File: src/core/scc_defs.vh
`ifndef SCC_DEFS_VH
`define SCC_DEFS_VH

// instruction field positions
`define SCC_DIR_BIT 20
`define SCC_REG_HI 19
`define SCC_REG_LO 16
`define SCC_CORE_HI 15
`define SCC_CORE_LO 12
`define SCC_CPN_HI 11
`define SCC_CPN_LO 8
`define SCC_OP_HI 7
`define SCC_OP_LO 5
`define SCC_MARK_BIT 4
`define SCC_SUB_HI 3
`define SCC_SUB_LO 0
`define SCC_CLASS_HI 27
`define SCC_CLASS_LO 24

// fixed instruction codes
`define SCC_CLASS_CODE 4'hE
`define SCC_CPN_CODE 4'hF
`define SCC_DIR_READ 1'b1

// register selects
`define SCC_SEL_IDENT 4'h0
`define SCC_SEL_CTRL 4'h1
`define SCC_SEL_TBASE 4'h2
`define SCC_SEL_CACHE 4'h7
`define SCC_SEL_TLB 4'h8
`define SCC_SEL_RBUF 4'h9
`define SCC_SEL_PTAG 4'hD
`define SCC_SEL_BRK 4'hE
`define SCC_SEL_TEST 4'hF

// read-buffer user access control codes
`define SCC_RB_SUB_CTL 4'h0
`define SCC_RB_OP_USER_ON 3'h5
`define SCC_RB_OP_USER_OFF 3'h4

// system control bit positions
`define SCC_CTL_MMU 0
`define SCC_CTL_ALIGN 1
`define SCC_CTL_DCACHE 2
`define SCC_CTL_WBUF 3
`define SCC_CTL_FIX_LO 4
`define SCC_CTL_FIX_HI 6
`define SCC_CTL_ENDIAN 7
`define SCC_CTL_SYSP 8
`define SCC_CTL_ROMP 9
`define SCC_CTL_ICACHE 12
`define SCC_CTL_HIVEC 13

// translation table base field
`define SCC_TBASE_LO 14
`define SCC_TBASE_W 18

// reset values and fixed patterns
`define SCC_CTL_RESET 1'b0
`define SCC_CTL_FIXED 3'h7
`define SCC_WORD_ZERO 32'h00000000
`define SCC_TBASE_RESET 18'h00000
`define SCC_VEC_LOW 32'h00000000
`define SCC_VEC_HIGH 32'hFFFF0000

`endif

File: src/core/scc_decode.v
`timescale 1ns/1ps
`default_nettype none
`include "scc_defs.vh"

module scc_decode (
  input wire [31:0] instr_word,
  input wire core_priv,
  input wire user_rbuf_en,
  output wire is_ours,
  output wire is_read,
  output wire [3:0] reg_sel,
  output wire [3:0] core_reg,
  output wire [2:0] op_field,
  output wire [3:0] subop_field,
  output wire allowed
);

  assign reg_sel = instr_word[`SCC_REG_HI:`SCC_REG_LO]; // RL23
  assign core_reg = instr_word[`SCC_CORE_HI:`SCC_CORE_LO]; // RL23
  assign op_field = instr_word[`SCC_OP_HI:`SCC_OP_LO]; // RL23
  assign subop_field = instr_word[`SCC_SUB_HI:`SCC_SUB_LO]; // RL23
  assign is_read = (instr_word[`SCC_DIR_BIT] == `SCC_DIR_READ); // RL3

  // only register transfers to this coprocessor are claimed
  assign is_ours = (instr_word[`SCC_CLASS_HI:`SCC_CLASS_LO] == `SCC_CLASS_CODE) &&
                   (instr_word[`SCC_CPN_HI:`SCC_CPN_LO] == `SCC_CPN_CODE) &&
                   instr_word[`SCC_MARK_BIT]; // RL23

  // user mode may only write the read-buffer select once enabled; a drain
  // of the write buffer sits on the cache select and so still traps
  assign allowed = core_priv ||
                   (user_rbuf_en && !is_read && (reg_sel == `SCC_SEL_RBUF)); // RL1 RL21

endmodule // scc_decode

`default_nettype wire

File: src/core/scc_coproc.v
// Functional notes
// RL1: transfers accepted only in privileged mode, except enabled user read-buffer operations.
// RL2: disallowed user-mode access raises the undefined instruction trap, no access done.
// RL3: direction bit one reads a coprocessor register, zero writes one.
// RL4: unimplemented register selects give unpredictable results; here reads zero, writes only load maint_op, maint_subop, maint_data and rd_core_reg.
// RL5: select 0 is read-only identification word; writes are reserved.
// RL6: selects 7, 8, 9, 15 write-only operations; their reads are reserved.
// RL7: selects 13 and 14 are read/write process tag and breakpoint.
// RL8: reset clears every writable system control bit.
// RL9: software always writes ones to system control bits 4, 5, 6.
// RL10: system control bit 0 enables the memory management unit.
// RL11: system control bit 1 enables alignment fault checking.
// RL12: system control bit 2 enables the data cache.
// RL13: system control bit 3 enables the write buffer.
// RL14: system control bit 7 selects big-endian when set.
// RL15: system control bits 8 and 9 modify memory protection checks.
// RL16: system control bit 12 enables the instruction cache.
// RL17: system control bit 13 moves vectors to the high address.
// RL18: system control bits 11:10 and 31:14 ignore writes, read undefined.
// RL19: table base keeps bits 31:14; bits 13:0 ignored on write.
// RL20: software programs reserved fields to zero.
// RL21: user-mode write-buffer drain traps even with read-buffer access enabled.
// RL22: select 9, sub-op 0: op 5 enables, op 4 disables user access.
// RL23: fields: select 19:16, core reg 15:12, cp 11:8, op 7:5, sub-op 3:0.
// RL24: system control reads always return ones in bits 4, 5, 6.
`timescale 1ns/1ps
`default_nettype none
`include "scc_defs.vh"

module scc_coproc #(
  parameter [7:0] IMPL_CODE = 8'h5A,
  parameter [7:0] ARCH_CODE = 8'h02,
  parameter [11:0] PART_CODE = 12'h3C7,
  parameter [3:0] STEP_CODE = 4'h2
) (
  input wire sys_clk,
  input wire resetn,
  input wire instr_valid,
  input wire [31:0] instr_word,
  input wire core_priv,
  input wire [31:0] wr_data,
  output wire instr_ready,
  output reg xfer_done,
  output reg undef_trap,
  output reg [31:0] rd_data,
  output reg [3:0] rd_core_reg,
  output reg mmu_enable,
  output reg align_fault_enable,
  output reg dcache_enable,
  output reg wbuf_enable,
  output reg big_endian,
  output reg sys_protect,
  output reg rom_protect,
  output reg icache_enable,
  output reg high_vectors,
  output wire [31:0] vector_base,
  output reg [31:0] table_base,
  output reg [31:0] process_tag,
  output reg [31:0] breakpoint_cfg,
  output reg user_rbuf_enable,
  output reg cache_op_valid,
  output reg tlb_op_valid,
  output reg rbuf_op_valid,
  output reg test_op_valid,
  output reg [2:0] maint_op,
  output reg [3:0] maint_subop,
  output reg [31:0] maint_data
);

  // the identification fields are arbitrary values, not a real part
  localparam [31:0] IDENT_WORD = {IMPL_CODE, ARCH_CODE, PART_CODE, STEP_CODE};

  localparam [2:0] ST_IDLE = 3'h1;
  localparam [2:0] ST_DONE = 3'h2;
  localparam [2:0] ST_TRAP = 3'h4;

  ////////////////////////////////////////////////////////////////////////////////
  // decode

  wire is_ours;
  wire is_read;
  wire [3:0] reg_sel;
  wire [3:0] core_reg;
  wire [2:0] op_field;
  wire [3:0] subop_field;
  wire allowed;

  scc_decode u_decode (
    .instr_word(instr_word),
    .core_priv(core_priv),
    .user_rbuf_en(user_rbuf_enable),
    .is_ours(is_ours),
    .is_read(is_read),
    .reg_sel(reg_sel),
    .core_reg(core_reg),
    .op_field(op_field),
    .subop_field(subop_field),
    .allowed(allowed)
  );

  reg [2:0] state;
  reg [2:0] next_state;

  // one transfer in flight: the answer cycle refuses a new request
  assign instr_ready = (state == ST_IDLE);

  wire take = instr_valid && instr_ready && is_ours;
  wire do_access = take && allowed; // RL1
  wire do_write = do_access && !is_read; // RL3
  wire do_read = do_access && is_read; // RL3

  ////////////////////////////////////////////////////////////////////////////////
  // sequencing

  always @* begin
    next_state = state;
    case (state)
      ST_IDLE: begin
        if (take && allowed) begin
          next_state = ST_DONE;
        end else if (take) begin
          next_state = ST_TRAP; // RL2
        end
      end
      ST_DONE: begin
        next_state = ST_IDLE;
      end
      ST_TRAP: begin
        next_state = ST_IDLE;
      end
      default: begin
        next_state = ST_IDLE;
      end
    endcase
  end

  always @(posedge sys_clk or negedge resetn) begin
    if (!resetn) begin
      state <= ST_IDLE;
      xfer_done <= 1'b0;
      undef_trap <= 1'b0;
      rd_core_reg <= 4'h0;
    end else begin
      state <= next_state;
      xfer_done <= take && allowed;
      // a trapped access leaves every register and operation untouched except rd_core_reg
      undef_trap <= take && !allowed; // RL2
      if (take) begin
        rd_core_reg <= core_reg;
      end
    end
  end

  ////////////////////////////////////////////////////////////////////////////////
  // read path

  wire [31:0] ctrl_word = {18'h00000, high_vectors, icache_enable, 2'h0,
                           rom_protect, sys_protect, big_endian, `SCC_CTL_FIXED,
                           wbuf_enable, dcache_enable, align_fault_enable,
                           mmu_enable}; // RL18 RL24

  reg [31:0] next_rd_data;

  always @* begin
    next_rd_data = `SCC_WORD_ZERO;
    case (reg_sel)
      `SCC_SEL_IDENT: begin
        next_rd_data = IDENT_WORD; // RL5
      end
      `SCC_SEL_CTRL: begin
        next_rd_data = ctrl_word;
      end
      `SCC_SEL_TBASE: begin
        next_rd_data = table_base; // RL19
      end
      `SCC_SEL_PTAG: begin
        next_rd_data = process_tag; // RL7
      end
      `SCC_SEL_BRK: begin
        next_rd_data = breakpoint_cfg; // RL7
      end
      default: begin
        // write-only and unimplemented selects answer zero
        next_rd_data = `SCC_WORD_ZERO; // RL4 RL6
      end
    endcase
  end

  always @(posedge sys_clk or negedge resetn) begin
    if (!resetn) begin
      rd_data <= `SCC_WORD_ZERO;
    end else if (do_read) begin
      rd_data <= next_rd_data; // RL3
    end
  end

  ////////////////////////////////////////////////////////////////////////////////
  // system control and table base

  always @(posedge sys_clk or negedge resetn) begin
    if (!resetn) begin
      mmu_enable <= `SCC_CTL_RESET; // RL8
      align_fault_enable <= `SCC_CTL_RESET; // RL8
      dcache_enable <= `SCC_CTL_RESET; // RL8
      wbuf_enable <= `SCC_CTL_RESET; // RL8
      big_endian <= `SCC_CTL_RESET; // RL8
      sys_protect <= `SCC_CTL_RESET; // RL8
      rom_protect <= `SCC_CTL_RESET; // RL8
      icache_enable <= `SCC_CTL_RESET; // RL8
      high_vectors <= `SCC_CTL_RESET; // RL8
    end else if (do_write && (reg_sel == `SCC_SEL_CTRL)) begin
      // bits 4..6, 10, 11 and 14 up are not stored at all
      mmu_enable <= wr_data[`SCC_CTL_MMU]; // RL10
      align_fault_enable <= wr_data[`SCC_CTL_ALIGN]; // RL11
      dcache_enable <= wr_data[`SCC_CTL_DCACHE]; // RL12
      wbuf_enable <= wr_data[`SCC_CTL_WBUF]; // RL13
      big_endian <= wr_data[`SCC_CTL_ENDIAN]; // RL14
      sys_protect <= wr_data[`SCC_CTL_SYSP]; // RL15
      rom_protect <= wr_data[`SCC_CTL_ROMP]; // RL15
      icache_enable <= wr_data[`SCC_CTL_ICACHE]; // RL16
      high_vectors <= wr_data[`SCC_CTL_HIVEC]; // RL17
    end
  end

  assign vector_base = high_vectors ? `SCC_VEC_HIGH : `SCC_VEC_LOW; // RL17

  always @(posedge sys_clk or negedge resetn) begin
    if (!resetn) begin
      table_base <= `SCC_WORD_ZERO;
    end else if (do_write && (reg_sel == `SCC_SEL_TBASE)) begin
      // low bits kept at zero so the output is a clean aligned base
      table_base <= {wr_data[31:`SCC_TBASE_LO], 14'h0000}; // RL19
    end
  end

  ////////////////////////////////////////////////////////////////////////////////
  // process tag and breakpoint

  always @(posedge sys_clk or negedge resetn) begin
    if (!resetn) begin
      process_tag <= `SCC_WORD_ZERO;
      breakpoint_cfg <= `SCC_WORD_ZERO;
    end else begin
      if (do_write && (reg_sel == `SCC_SEL_PTAG)) begin
        process_tag <= wr_data; // RL7
      end
      if (do_write && (reg_sel == `SCC_SEL_BRK)) begin
        breakpoint_cfg <= wr_data; // RL7
      end
    end
  end

  ////////////////////////////////////////////////////////////////////////////////
  // user access to the read buffer

  wire rb_ctl = do_write && (reg_sel == `SCC_SEL_RBUF) &&
                (subop_field == `SCC_RB_SUB_CTL);

  always @(posedge sys_clk or negedge resetn) begin
    if (!resetn) begin
      user_rbuf_enable <= 1'b0;
    end else if (rb_ctl && (op_field == `SCC_RB_OP_USER_ON)) begin
      user_rbuf_enable <= 1'b1; // RL22
    end else if (rb_ctl && (op_field == `SCC_RB_OP_USER_OFF)) begin
      user_rbuf_enable <= 1'b0; // RL22
    end
  end

  ////////////////////////////////////////////////////////////////////////////////
  // maintenance operations

  // the unit that carries out an operation gets one strobe with its fields;
  // decoding of op and sub-op codes stays with that unit, except select 9 sub-op 0 user access control, decoded here
  always @(posedge sys_clk or negedge resetn) begin
    if (!resetn) begin
      cache_op_valid <= 1'b0;
      tlb_op_valid <= 1'b0;
      rbuf_op_valid <= 1'b0;
      test_op_valid <= 1'b0;
      maint_op <= 3'h0;
      maint_subop <= 4'h0;
      maint_data <= `SCC_WORD_ZERO;
    end else begin
      cache_op_valid <= do_write && (reg_sel == `SCC_SEL_CACHE); // RL6 RL21
      tlb_op_valid <= do_write && (reg_sel == `SCC_SEL_TLB); // RL6
      rbuf_op_valid <= do_write && (reg_sel == `SCC_SEL_RBUF); // RL6
      test_op_valid <= do_write && (reg_sel == `SCC_SEL_TEST); // RL6
      if (do_write) begin
        maint_op <= op_field;
        maint_subop <= subop_field;
        maint_data <= wr_data;
      end
    end
  end

endmodule // scc_coproc

`default_nettype wire

File: config.mk
export PLATFORM = sky130hd
export DESIGN_NAME = scc_coproc
export DESIGN_NICKNAME = d
export VERILOG_FILES = /design/src/core/scc_decode.v /design/src/core/scc_coproc.v
export VERILOG_INCLUDE_DIRS = /design/src /design/src/core
export SDC_FILE = /design/constraint.sdc
export NUM_CORES = 1
export LEC_CHECK = 0
export ABC_AREA = 1
export BUFFER_PORTS_ARGS = -buffer_cell sky130_fd_sc_hd__buf_2
export CAP_MARGIN = 20
export CORE_MARGIN = 2
export CORE_UTILIZATION = 45
export DETAILED_ROUTE_END_ITERATION = 12
export GPL_ROUTABILITY_DRIVEN = 1
export HOLD_SLACK_MARGIN = 0.1
export MAX_ROUTING_LAYER = met4
export PLACE_DENSITY = 0.87
export SKIP_LAST_GASP = 1
export SLEW_MARGIN = 20
export SYNTH_ARGS = -nofsm -noshare
export SYNTH_HDL_FRONTEND = slang
export SYNTH_SLANG_ARGS = --single-unit
File: constraint.sdc
create_clock -name sys_clk -period 1.55 [get_ports sys_clk]
set_clock_uncertainty 0.05 [all_clocks]
set_input_delay 0.155 -clock sys_clk [delete_from_list [all_inputs] [get_ports sys_clk]]
set_output_delay 0.155 -clock sys_clk [all_outputs]
set_load 0.01 [all_outputs]
==> results_dict.tcl, run 1 <==
set metrics [dict create \
    status "complete, but fails checks" \
    violations "negative setup slack" \
    dp_hpwl_um 16500 \
    fin_crit_ns 1.80 \
    grt_overflow 0 \
    p_leak_uw 0.00641 \
    crit_type "reg2reg" \
    setup_viol 167 \
    hold_viol_final 0 \
    drt-total-wl_um 26000 \
    wl_per_cell_um 17.1 \
    io_pins 288 \
    fin_area_sq_um 11300 \
    synthTopCellsByArea "dfrtp_1, nand2_1, buf_4, inv_1, o21ai_0" \
    synth_compound_area_share_pct 7.69 \
    drcViolationCount 0 \
    synthArstFlopShare_pct 100 \
    grt_pass1_wl_um 37200 \
    ys_seq_area_share_pct 55.7 \
    portBuffers 250 \
    synth_edf_count 0 \
    postLayoutSetupSlackWorst_ns -0.251 \
    yosysTopAreaCell "dfrtp_1" \
    final_cells 1519 \
    num_rows 48 \
    first_pass_iters 5 \
    clock_latency_ns 0.42 \
    cap_violations 0 \
    routabilityCongestion 0.833 \
    die-height_um 137 \
    grt_pass1_vias 7287 \
    antenna_found_initial 0 \
    rsz0062_at_grt "true" \
    grt_usage_pct 26.7 \
    worstSetupEndpointType "flop" \
    synth_top_family_by_area "simple AND/OR/NAND/NOR gates" \
    critical_path_required_ns 1.85 \
    yosysMostFrequentCell "nand2_1" \
    drive_gt1_share_pct 33.4 \
    slew_viol_final 0 \
    synthCells 959 \
    hp-class "in2reg" \
    netlist.area_leader.share_pct 55.4 \
    cts_tree "yes" \
    initial_core_util_pct 45.9 \
    final_nets 1351 \
    numCtsBuffers 17 \
    min_period_over_period_pct 116 \
    n_antenna_cell 0 \
    syn_avg_cell_area_sq_um 8.24 \
    clk_path_buf_depth 2 \
    syn-cell-area_sq_um 7900 \
    area_growth_pct 42.6 \
    fin_util_pct 65.4 \
    ys_types 29 \
    yosysWarningCount 0 \
    viasPerCell 5.04 \
    numClockSinks 176 \
    crit_fanout 6 \
    coreArea_sq_um 17200 \
    synth_flop_cell "dfrtp_1" \
    yosys.area_share.simple_pct 25.3 \
    clk_pin_slew_ns 0.06 \
    placed_area_sq_um 9540 \
    grt_max_degree 41 \
    muxShareOfSynthArea_pct 0 \
    htree_levels 4 \
    critPathLaunchType "flop" \
    die_x_um 137 \
    cts_root_buf "clkbuf_16" \
    synthXorXnorAreaFrac_pct 0 \
    fmax_mhz 555 \
    synth_common_cells "nand2_1, dfrtp_1, inv_1" \
    vias 7658 \
    total_power_uw 9630 \
    critPathArrivalTime_ns 2.10 \
    placed_cells 1424 \
    synthAdderAreaFrac_pct 0 \
    drt_iter0_markers 457 \
    max-vdd-ir-drop_mv 0.731 \
    power_density_nw_per_um2 854 \
    ys_ff_latch 176 \
    dieArea_sq_um 18600 \
    postRouteAntennaNets 0 \
]
[report_power, final]
group / switching (uW) / total [uW] / internal, uW / leakage, uW
Combinational: 358 / 602 / 244 / 0.00375
Clock: 1800 / 4410 / 2610 / 0.000289
Sequential: 8.36 / 4610 / 4610 / 0.00237
Total: 2160 / 9630 / 7460 / 0.00641
[critical path, cell delays in order (launching register included)]
cell	delay, ns
dfstp_2	0.53
nand2_2	0.06
nor2_4	0.12
nand2_4	0.08
nor2_8	0.12
nand3_4	0.18
nor2_4	0.21
buf_6	0.13
clkbuf_16	0.14
nand2_2	0.04
o21ai_1	0.07
[repair_timing]
action,in CTS,in global routing
hold buffers,50,1
buffers inserted,2,6
setup endpoints to repair,166,167
cloned,0,8
pin swaps,0,12
resized for setup,7,132
hold endpoints to repair,312,2
[logic make-up after synthesis]
family / Yosys count
AOI/OAI and AO/OA: 118
buffers and inverters: 166
DFF: 176
other: 1
and+or+nand+nor: 498
[path summary, 6_finish.rpt]
check	start	to	slack, ns	depth (start not counted)
worst max-delay path	state[0]	table_base[16]	-0.25	10
worst min-delay path	core_priv	undef_trap	0.14	5
worst max register to register	state[0]	table_base[16]	-0.25	10
worst min register to register	rd_core_reg[0]	rd_core_reg[0]	0.42	2
max in group asynchronous	resetn	rd_data[21]	0.68	3
min in group asynchronous	resetn	rd_data[24]	0.17	2
[layer usage]
layer	routed length, um	share of wire (%)	track usage [%]
met1	10300	40	32.7
met2	13000	50	43.7
met3	1890	7.3	5.44
met4	832	3.2	10.4
met5	0	0	-
[layout make-up]
type | instances | area (sq um)
inverter | 77 | 309
clock inverter | 9 | 134
timing repair buffer | 365 | 2670
fill | 1367 | 5960
clock buffer | 21 | 460
sequential | 176 | 4410
tap | 225 | 282
multi-input combinational | 646 | 3020
[cell usage in the layout, fill, tap and decap left out, types with 2 or more instances in the layout]
cell type,count
a211oi_1,3
a21oi_1,14
buf_12,23
buf_2,249
buf_4,29
buf_6,8
bufinv_16,3
clkbuf_1,2
clkbuf_16,23
clkbuf_8,2
clkinv_2,2
clkinv_4,2
conb_1,30
dfrtp_1,175
dlygate4sd3_1,50
inv_1,69
inv_2,4
inv_4,2
inv_8,2
nand2_1,362
nand2_2,29
nand2_4,18
nand3_1,12
nand3_4,4
nand4_1,2
nor2_1,55
nor2_2,5
nor2_4,3
nor3_1,3
o211ai_1,3
o21ai_0,24
o21ai_1,57
o21ai_2,16
[metrics by stage]
step / TNS (ns) / hold slack [ns] / worst slack [ns]
2_1_floorplan: -9.08 / -0.191 / -0.103
3_3_place_gp: -15.41 / 0.0405 / -0.172
3_5_place_dp: -22.70 / 0.0491 / -0.248
4_1_cts: -19.88 / 0.120 / -0.189
5_1_grt: -39.24 / 0.155 / -0.333
6_report: -26.04 / 0.141 / -0.251
No activity file was read; power rests on OpenSTA's default activity.
==> run 2: changes to the inputs <==
Settings changed: PLACE_DENSITY 0.87 to 0.86, SYNTH_HIERARCHICAL from default to 1.
==> results_dict.tcl, run 2 <==
set metrics [dict create \
    seq_area_sq_um 4410 \
    critPathArrivalTime_ns 1.90 \
    r2r_end "breakpoint_cfg[22]" \
    r2r_setup_slack_ns -0.10 \
    cts_tree "yes" \
    portBuffers 250 \
    ys_ff_latch 176 \
    hold_end "rbuf_op_valid" \
    postRouteAntennaNets 0 \
    place_ws_ns -0.127 \
    initial_core_util_pct 46.1 \
    dieArea_sq_um 18800 \
    fin_area_sq_um 10900 \
    num_rows 48 \
    synth_common_cells "nand2_1, dfrtp_1, buf_4" \
    die_x_um 137 \
    hp-class "in2reg" \
    io_pins 288 \
    cap_violations 0 \
    n_antenna_cell 0 \
    synthTopCellsByArea "dfrtp_1, nand2_1, buf_4, o21ai_2, o21ai_1" \
    htree_levels 4 \
    ys_seq_area_share_pct 55.3 \
    dp_hpwl_um 14800 \
    synth_edf_count 0 \
    syn-cell-area_sq_um 7970 \
    antenna_found_initial 0 \
    power_density_nw_per_um2 860 \
    ys_types 26 \
    critical_path_required_ns 1.80 \
    drcViolationCount 0 \
    cp_num_buf_inv 2 \
    netlist.area_leader.share_pct 55.0 \
    total_power_uw 9360 \
    placed_area_sq_um 9280 \
    slew_viol_final 0 \
    yosysMostFrequentCell "nand2_1" \
    reg2regPathDepth 8 \
    worstSetupEndpointType "flop" \
    max-vdd-ir-drop_mv 0.716 \
    status "complete, but fails checks" \
    worstReg2RegStart "state[0]" \
    synthArstFlopShare_pct 100 \
    crit_type "reg2reg" \
    grt_usage_pct 24.6 \
    hold_path_startpoint "instr_word[19]" \
    mostFrequentLayoutCells "nand2_1, buf_2, dfrtp_1, o21ai_2, dlygate4sd3_1" \
    vias 7111 \
    cp_cell_sequence "nand2_2 > nor2_4 > nand4_4 > clkinv_4 > nand2_4 > buf_12 > nand2_1 > o21ai_1" \
    first_pass_iters 4 \
    final_common_cell "nand2_1" \
    coreArea_sq_um 17300 \
    min_period_over_period_pct 107 \
    cts_root_buf "clkbuf_16" \
    grt_max_degree 47 \
    final_nets 1244 \
    clk_pin_slew_ns 0.06 \
    rsz0062_at_grt "true" \
    drive_gt1_share_pct 37.7 \
    wl_per_cell_um 16.6 \
    hold_path_depth 5 \
    fillers 1367 \
    grt_pass1_wl_um 34500 \
    hold_viol_final 0 \
    fin_crit_ns 1.65 \
    die-height_um 137 \
    viasPerCell 5.03 \
    grt_overflow 0 \
    routabilityCongestion 0.822 \
    fin_util_pct 62.9 \
    numClockSinks 176 \
    grt_pass1_vias 6855 \
    synthCells 875 \
    fmax_mhz 606 \
    drt-total-wl_um 23500 \
    synth_flop_cell "dfrtp_1" \
    yosysTopAreaCell "dfrtp_1" \
    slowest_stage "dfstp_2" \
    setup_viol 164 \
    fin_hold_ws_ns 0.142 \
    postLayoutSetupSlackWorst_ns -0.101 \
    yosysWarningCount 6 \
    syn_avg_cell_area_sq_um 9.10 \
    violations "negative setup slack" \
    critPathLaunchType "flop" \
    drt_iter0_markers 502 \
    slowest_delay_ns 0.56 \
    numCtsBuffers 17 \
    crit_fanout 34 \
    multiInputGateArea_sq_um 2920 \
    critPathTopFamily "flip-flops" \
    p_leak_uw 0.00615 \
    clk_path_buf_depth 2 \
    area_growth_pct 36.6 \
    clock_latency_ns 0.42 \
]
-- run 2: per-layer routing --
metal	vias up	routed length, um	GRT usage [%]
li1	3290	-	-
met1	3415	9610	29.9
met2	358	11900	41.1
met3	48	1540	4.59
met4	0	531	8.88
met5	-	0	-
-- run 2: power breakdown --
part / leakage, uW / switching [uW] / internal, uW / total (uW)
Sequential: 0.00245 / 8.46 / 4610 / 4610
Clock: 0.000272 / 1780 / 2420 / 4200
Combinational: 0.00343 / 334 / 217 / 551
-- run 2: worst min-delay path, delay by kind of cell --
family                 cells  cell delay, ns
buffers and inverters      3            0.28
AND/OR/NAND/NOR            2            0.14
-- run 2: per-stage QoR --
stage,std cells,setup TNS [ns]
4_1_cts,1404,-3.81
6_report,1414,-9.42
3_5_place_dp,1320,-12.41
2_1_floorplan,904,0
3_3_place_gp,1320,-7.58
5_1_grt,1414,-25.28
-- run 2: cells by family (layout without fill, tap and decap cells) --
| family | after synthesis | count (layout) | synth area share, % |
|---|---|---|---|
| AO/OA/AOI/OAI | 138 | 138 | 10.9 |
| buffers and inverters | 153 | 438 | 12.4 |
| AND/OR/NAND/NOR | 407 | 407 | 21.3 |
| flip-flops | 176 | 176 | 55.3 |
| other | 1 | 30 | 0.0471 |
-- run 2: cell type report --
type,count,area share [%]
inverters,54,2.02
clock inverters,9,0.989
repair buffers,352,22.9
well taps,225,2.59
multi-input cells,575,26.8
clock buffers,23,4.21
flip-flops and latches,176,40.5
-- run 2: what timing repair did --
item / in CTS / in global routing
endpoints found under the setup margin: 141 / 184
cloned: 0 / 6
endpoints found under the hold margin: 317 / 0
hold buffers: 52 / 0
pin swaps: 0 / 27
gates resized for setup: 5 / 97
buffers inserted: 0 / 4
-- run 2: worst max-delay path by stage --
| stage | startpoint | endpoint | slack, ns | depth (start not counted) |
|---|---|---|---|---|
| after floorplan | user_rbuf_enable | table_base[19] | 0.003 | 10 |
| after global placement | instr_word[8] | breakpoint_cfg[17] | -0.08 | 13 |
| after detailed placement | instr_word[9] | rd_data[16] | -0.13 | 14 |
| after CTS | state[0] | process_tag[29] | -0.07 | 8 |
| after global routing | state[0] | breakpoint_cfg[15] | -0.20 | 8 |
| final | state[0] | breakpoint_cfg[22] | -0.10 | 8 |
==> run 3: changes to the inputs <==
Settings changed: BUFFER_PORTS_ARGS -buffer_cell sky130_fd_sc_hd__buf_2 to -buffer_cell sky130_fd_sc_hd__buf_4.
==> results_dict.tcl, run 3 (same netlist as run 2, synthesis figures left out) <==
set metrics [dict create \
    grt_usage_pct 25.3 \
    place_ws_ns -0.130 \
    hold_path_depth 4 \
    worstSetupEndpointType "flop" \
    slowest_delay_ns 0.55 \
    coreArea_sq_um 17300 \
    power_density_nw_per_um2 850 \
    die-height_um 137 \
    final_nets 1254 \
    max-vdd-ir-drop_mv 0.724 \
    clock_latency_ns 0.42 \
    cts_root_buf "clkbuf_16" \
    fin_crit_ns 1.63 \
    grt_pass1_wl_um 35800 \
    slowest_stage "dfstp_2" \
    violations "negative setup slack" \
    min_period_over_period_pct 105 \
    critPathLaunchType "flop" \
    first_pass_iters 5 \
    numCtsBuffers 17 \
    hp-class "in2reg" \
    critPathTopFamily "flip-flops" \
    total_power_uw 9830 \
    n_antenna_cell 0 \
    rsz0062_at_grt "true" \
    seq_area_sq_um 4410 \
    drive_gt1_share_pct 36.4 \
    drt_iter0_markers 516 \
    final_common_cell "nand2_1" \
    numClockSinks 176 \
    fmax_mhz 614 \
    p_switching_uw 2160 \
    grt_max_degree 48 \
    tns_ns -3.86 \
    power.share.sequential_pct 46.9 \
    area_growth_pct 45.1 \
    viasPerCell 5.09 \
    critPathArrivalTime_ns 1.87 \
    clk_pin_slew_ns 0.06 \
    slew_viol_final 0 \
    p_sw_share_pct 22.0 \
    drt-total-wl_um 25100 \
    pwr-share-comb_pct 6.2 \
    htree_levels 4 \
    postLayoutSetupSlackWorst_ns -0.0797 \
    postRouteAntennaNets 0 \
    routabilityCongestion 0.829 \
    portBuffers 250 \
    hold_viol_final 0 \
    pwr-share-clk_pct 46.9 \
    clk_path_buf_depth 2 \
    dieArea_sq_um 18800 \
    crit_type "reg2reg" \
    fin_area_sq_um 11600 \
    cp_cell_sequence "nand2_4 > nor2_4 > nand4_4 > clkinv_4 > nand2_8 > buf_16 > nand2_1 > o21ai_1" \
    num_rows 48 \
    antenna_found_initial 0 \
    mostFrequentLayoutCells "nand2_1, buf_4, dfrtp_1, inv_1" \
    reg2regPathDepth 8 \
    die_x_um 137 \
    wl_per_cell_um 17.6 \
    vias 7244 \
    fillers 1296 \
    status "complete, but fails checks" \
    cts_tree "yes" \
    initial_core_util_pct 46.1 \
    dp_hpwl_um 15800 \
    p_int_uw 7670 \
    crit_fanout 8 \
    path_depth 8 \
    cap_violations 0 \
    multiInputGateArea_sq_um 2820 \
    placed_area_sq_um 10000 \
    grt_overflow 0 \
    p_leak_uw 0.00618 \
    setup_viol 100 \
    io_pins 288 \
    critical_path_required_ns 1.79 \
    drcViolationCount 0 \
    cp_num_buf_inv 2 \
    grt_pass1_vias 7096 \
    fin_util_pct 66.8 \
]
-- run 3: final timing paths --
kind                                 from                end  slack (ns)
setup reg to reg                 state[0]  breakpoint_cfg[8]       -0.08
hold / removal             instr_word[17]     cache_op_valid        0.12
hold reg to reg               rd_data[17]        rd_data[17]        0.43
max in group asynchronous          resetn       high_vectors        0.74
setup / recovery                 state[0]  breakpoint_cfg[8]       -0.08
min in group asynchronous          resetn    process_tag[31]        0.16
-- run 3: what timing repair did --
action | in CTS | in global routing
setup endpoints to repair | 118 | 166
resized for setup | 3 | 54
endpoints found under the hold margin | 317 | 3
hold buffers | 49 | 1
cloned | 0 | 9
buffers inserted | 2 | 2
pin swaps | 0 | 5
-- run 3: worst min-delay path, stage by stage --
cell	delay (ns)
buf_4	0.12
buf_4	0.15
nand3_4	0.09
nor2_4	0.04
-- run 3: metrics by stage --
stage / cells / hold WS [ns]
2_1_floorplan: 904 / -0.191
3_3_place_gp: 1329 / 0.0368
3_5_place_dp: 1329 / 0.0387
4_1_cts: 1412 / 0.00892
5_1_grt: 1424 / 0.100
6_report: 1424 / 0.117
-- run 3: metal layers --
layer	GRT usage (%)	vias up	part of all wire, %
met1	31.1	3479	39
li1	-	3306	-
met3	5.15	57	8.2
met2	41.9	402	50
met5	-	-	0
met4	8.48	0	2.7
-- run 3: power groups by stage --
stage | registers [uW] | logic (uW) | clock network [uW]
after global placement | 4700 | 482 | 0
after CTS | 4610 | 592 | 4650
final | 4610 | 606 | 4610
after floorplan | 4710 | 243 | 0
after detailed placement | 4700 | 493 | 0
after global routing | 4610 | 665 | 4890
-- run 3: final cells by class --
cell class / count / area share (%)
multi-input combinational: 575 / 24.4
timing repair buffer: 362 / 27.7
inverter: 54 / 1.90
clock inverter: 12 / 1.56
sequential: 176 / 38.1
tap: 225 / 2.44
clock buffer: 20 / 3.95
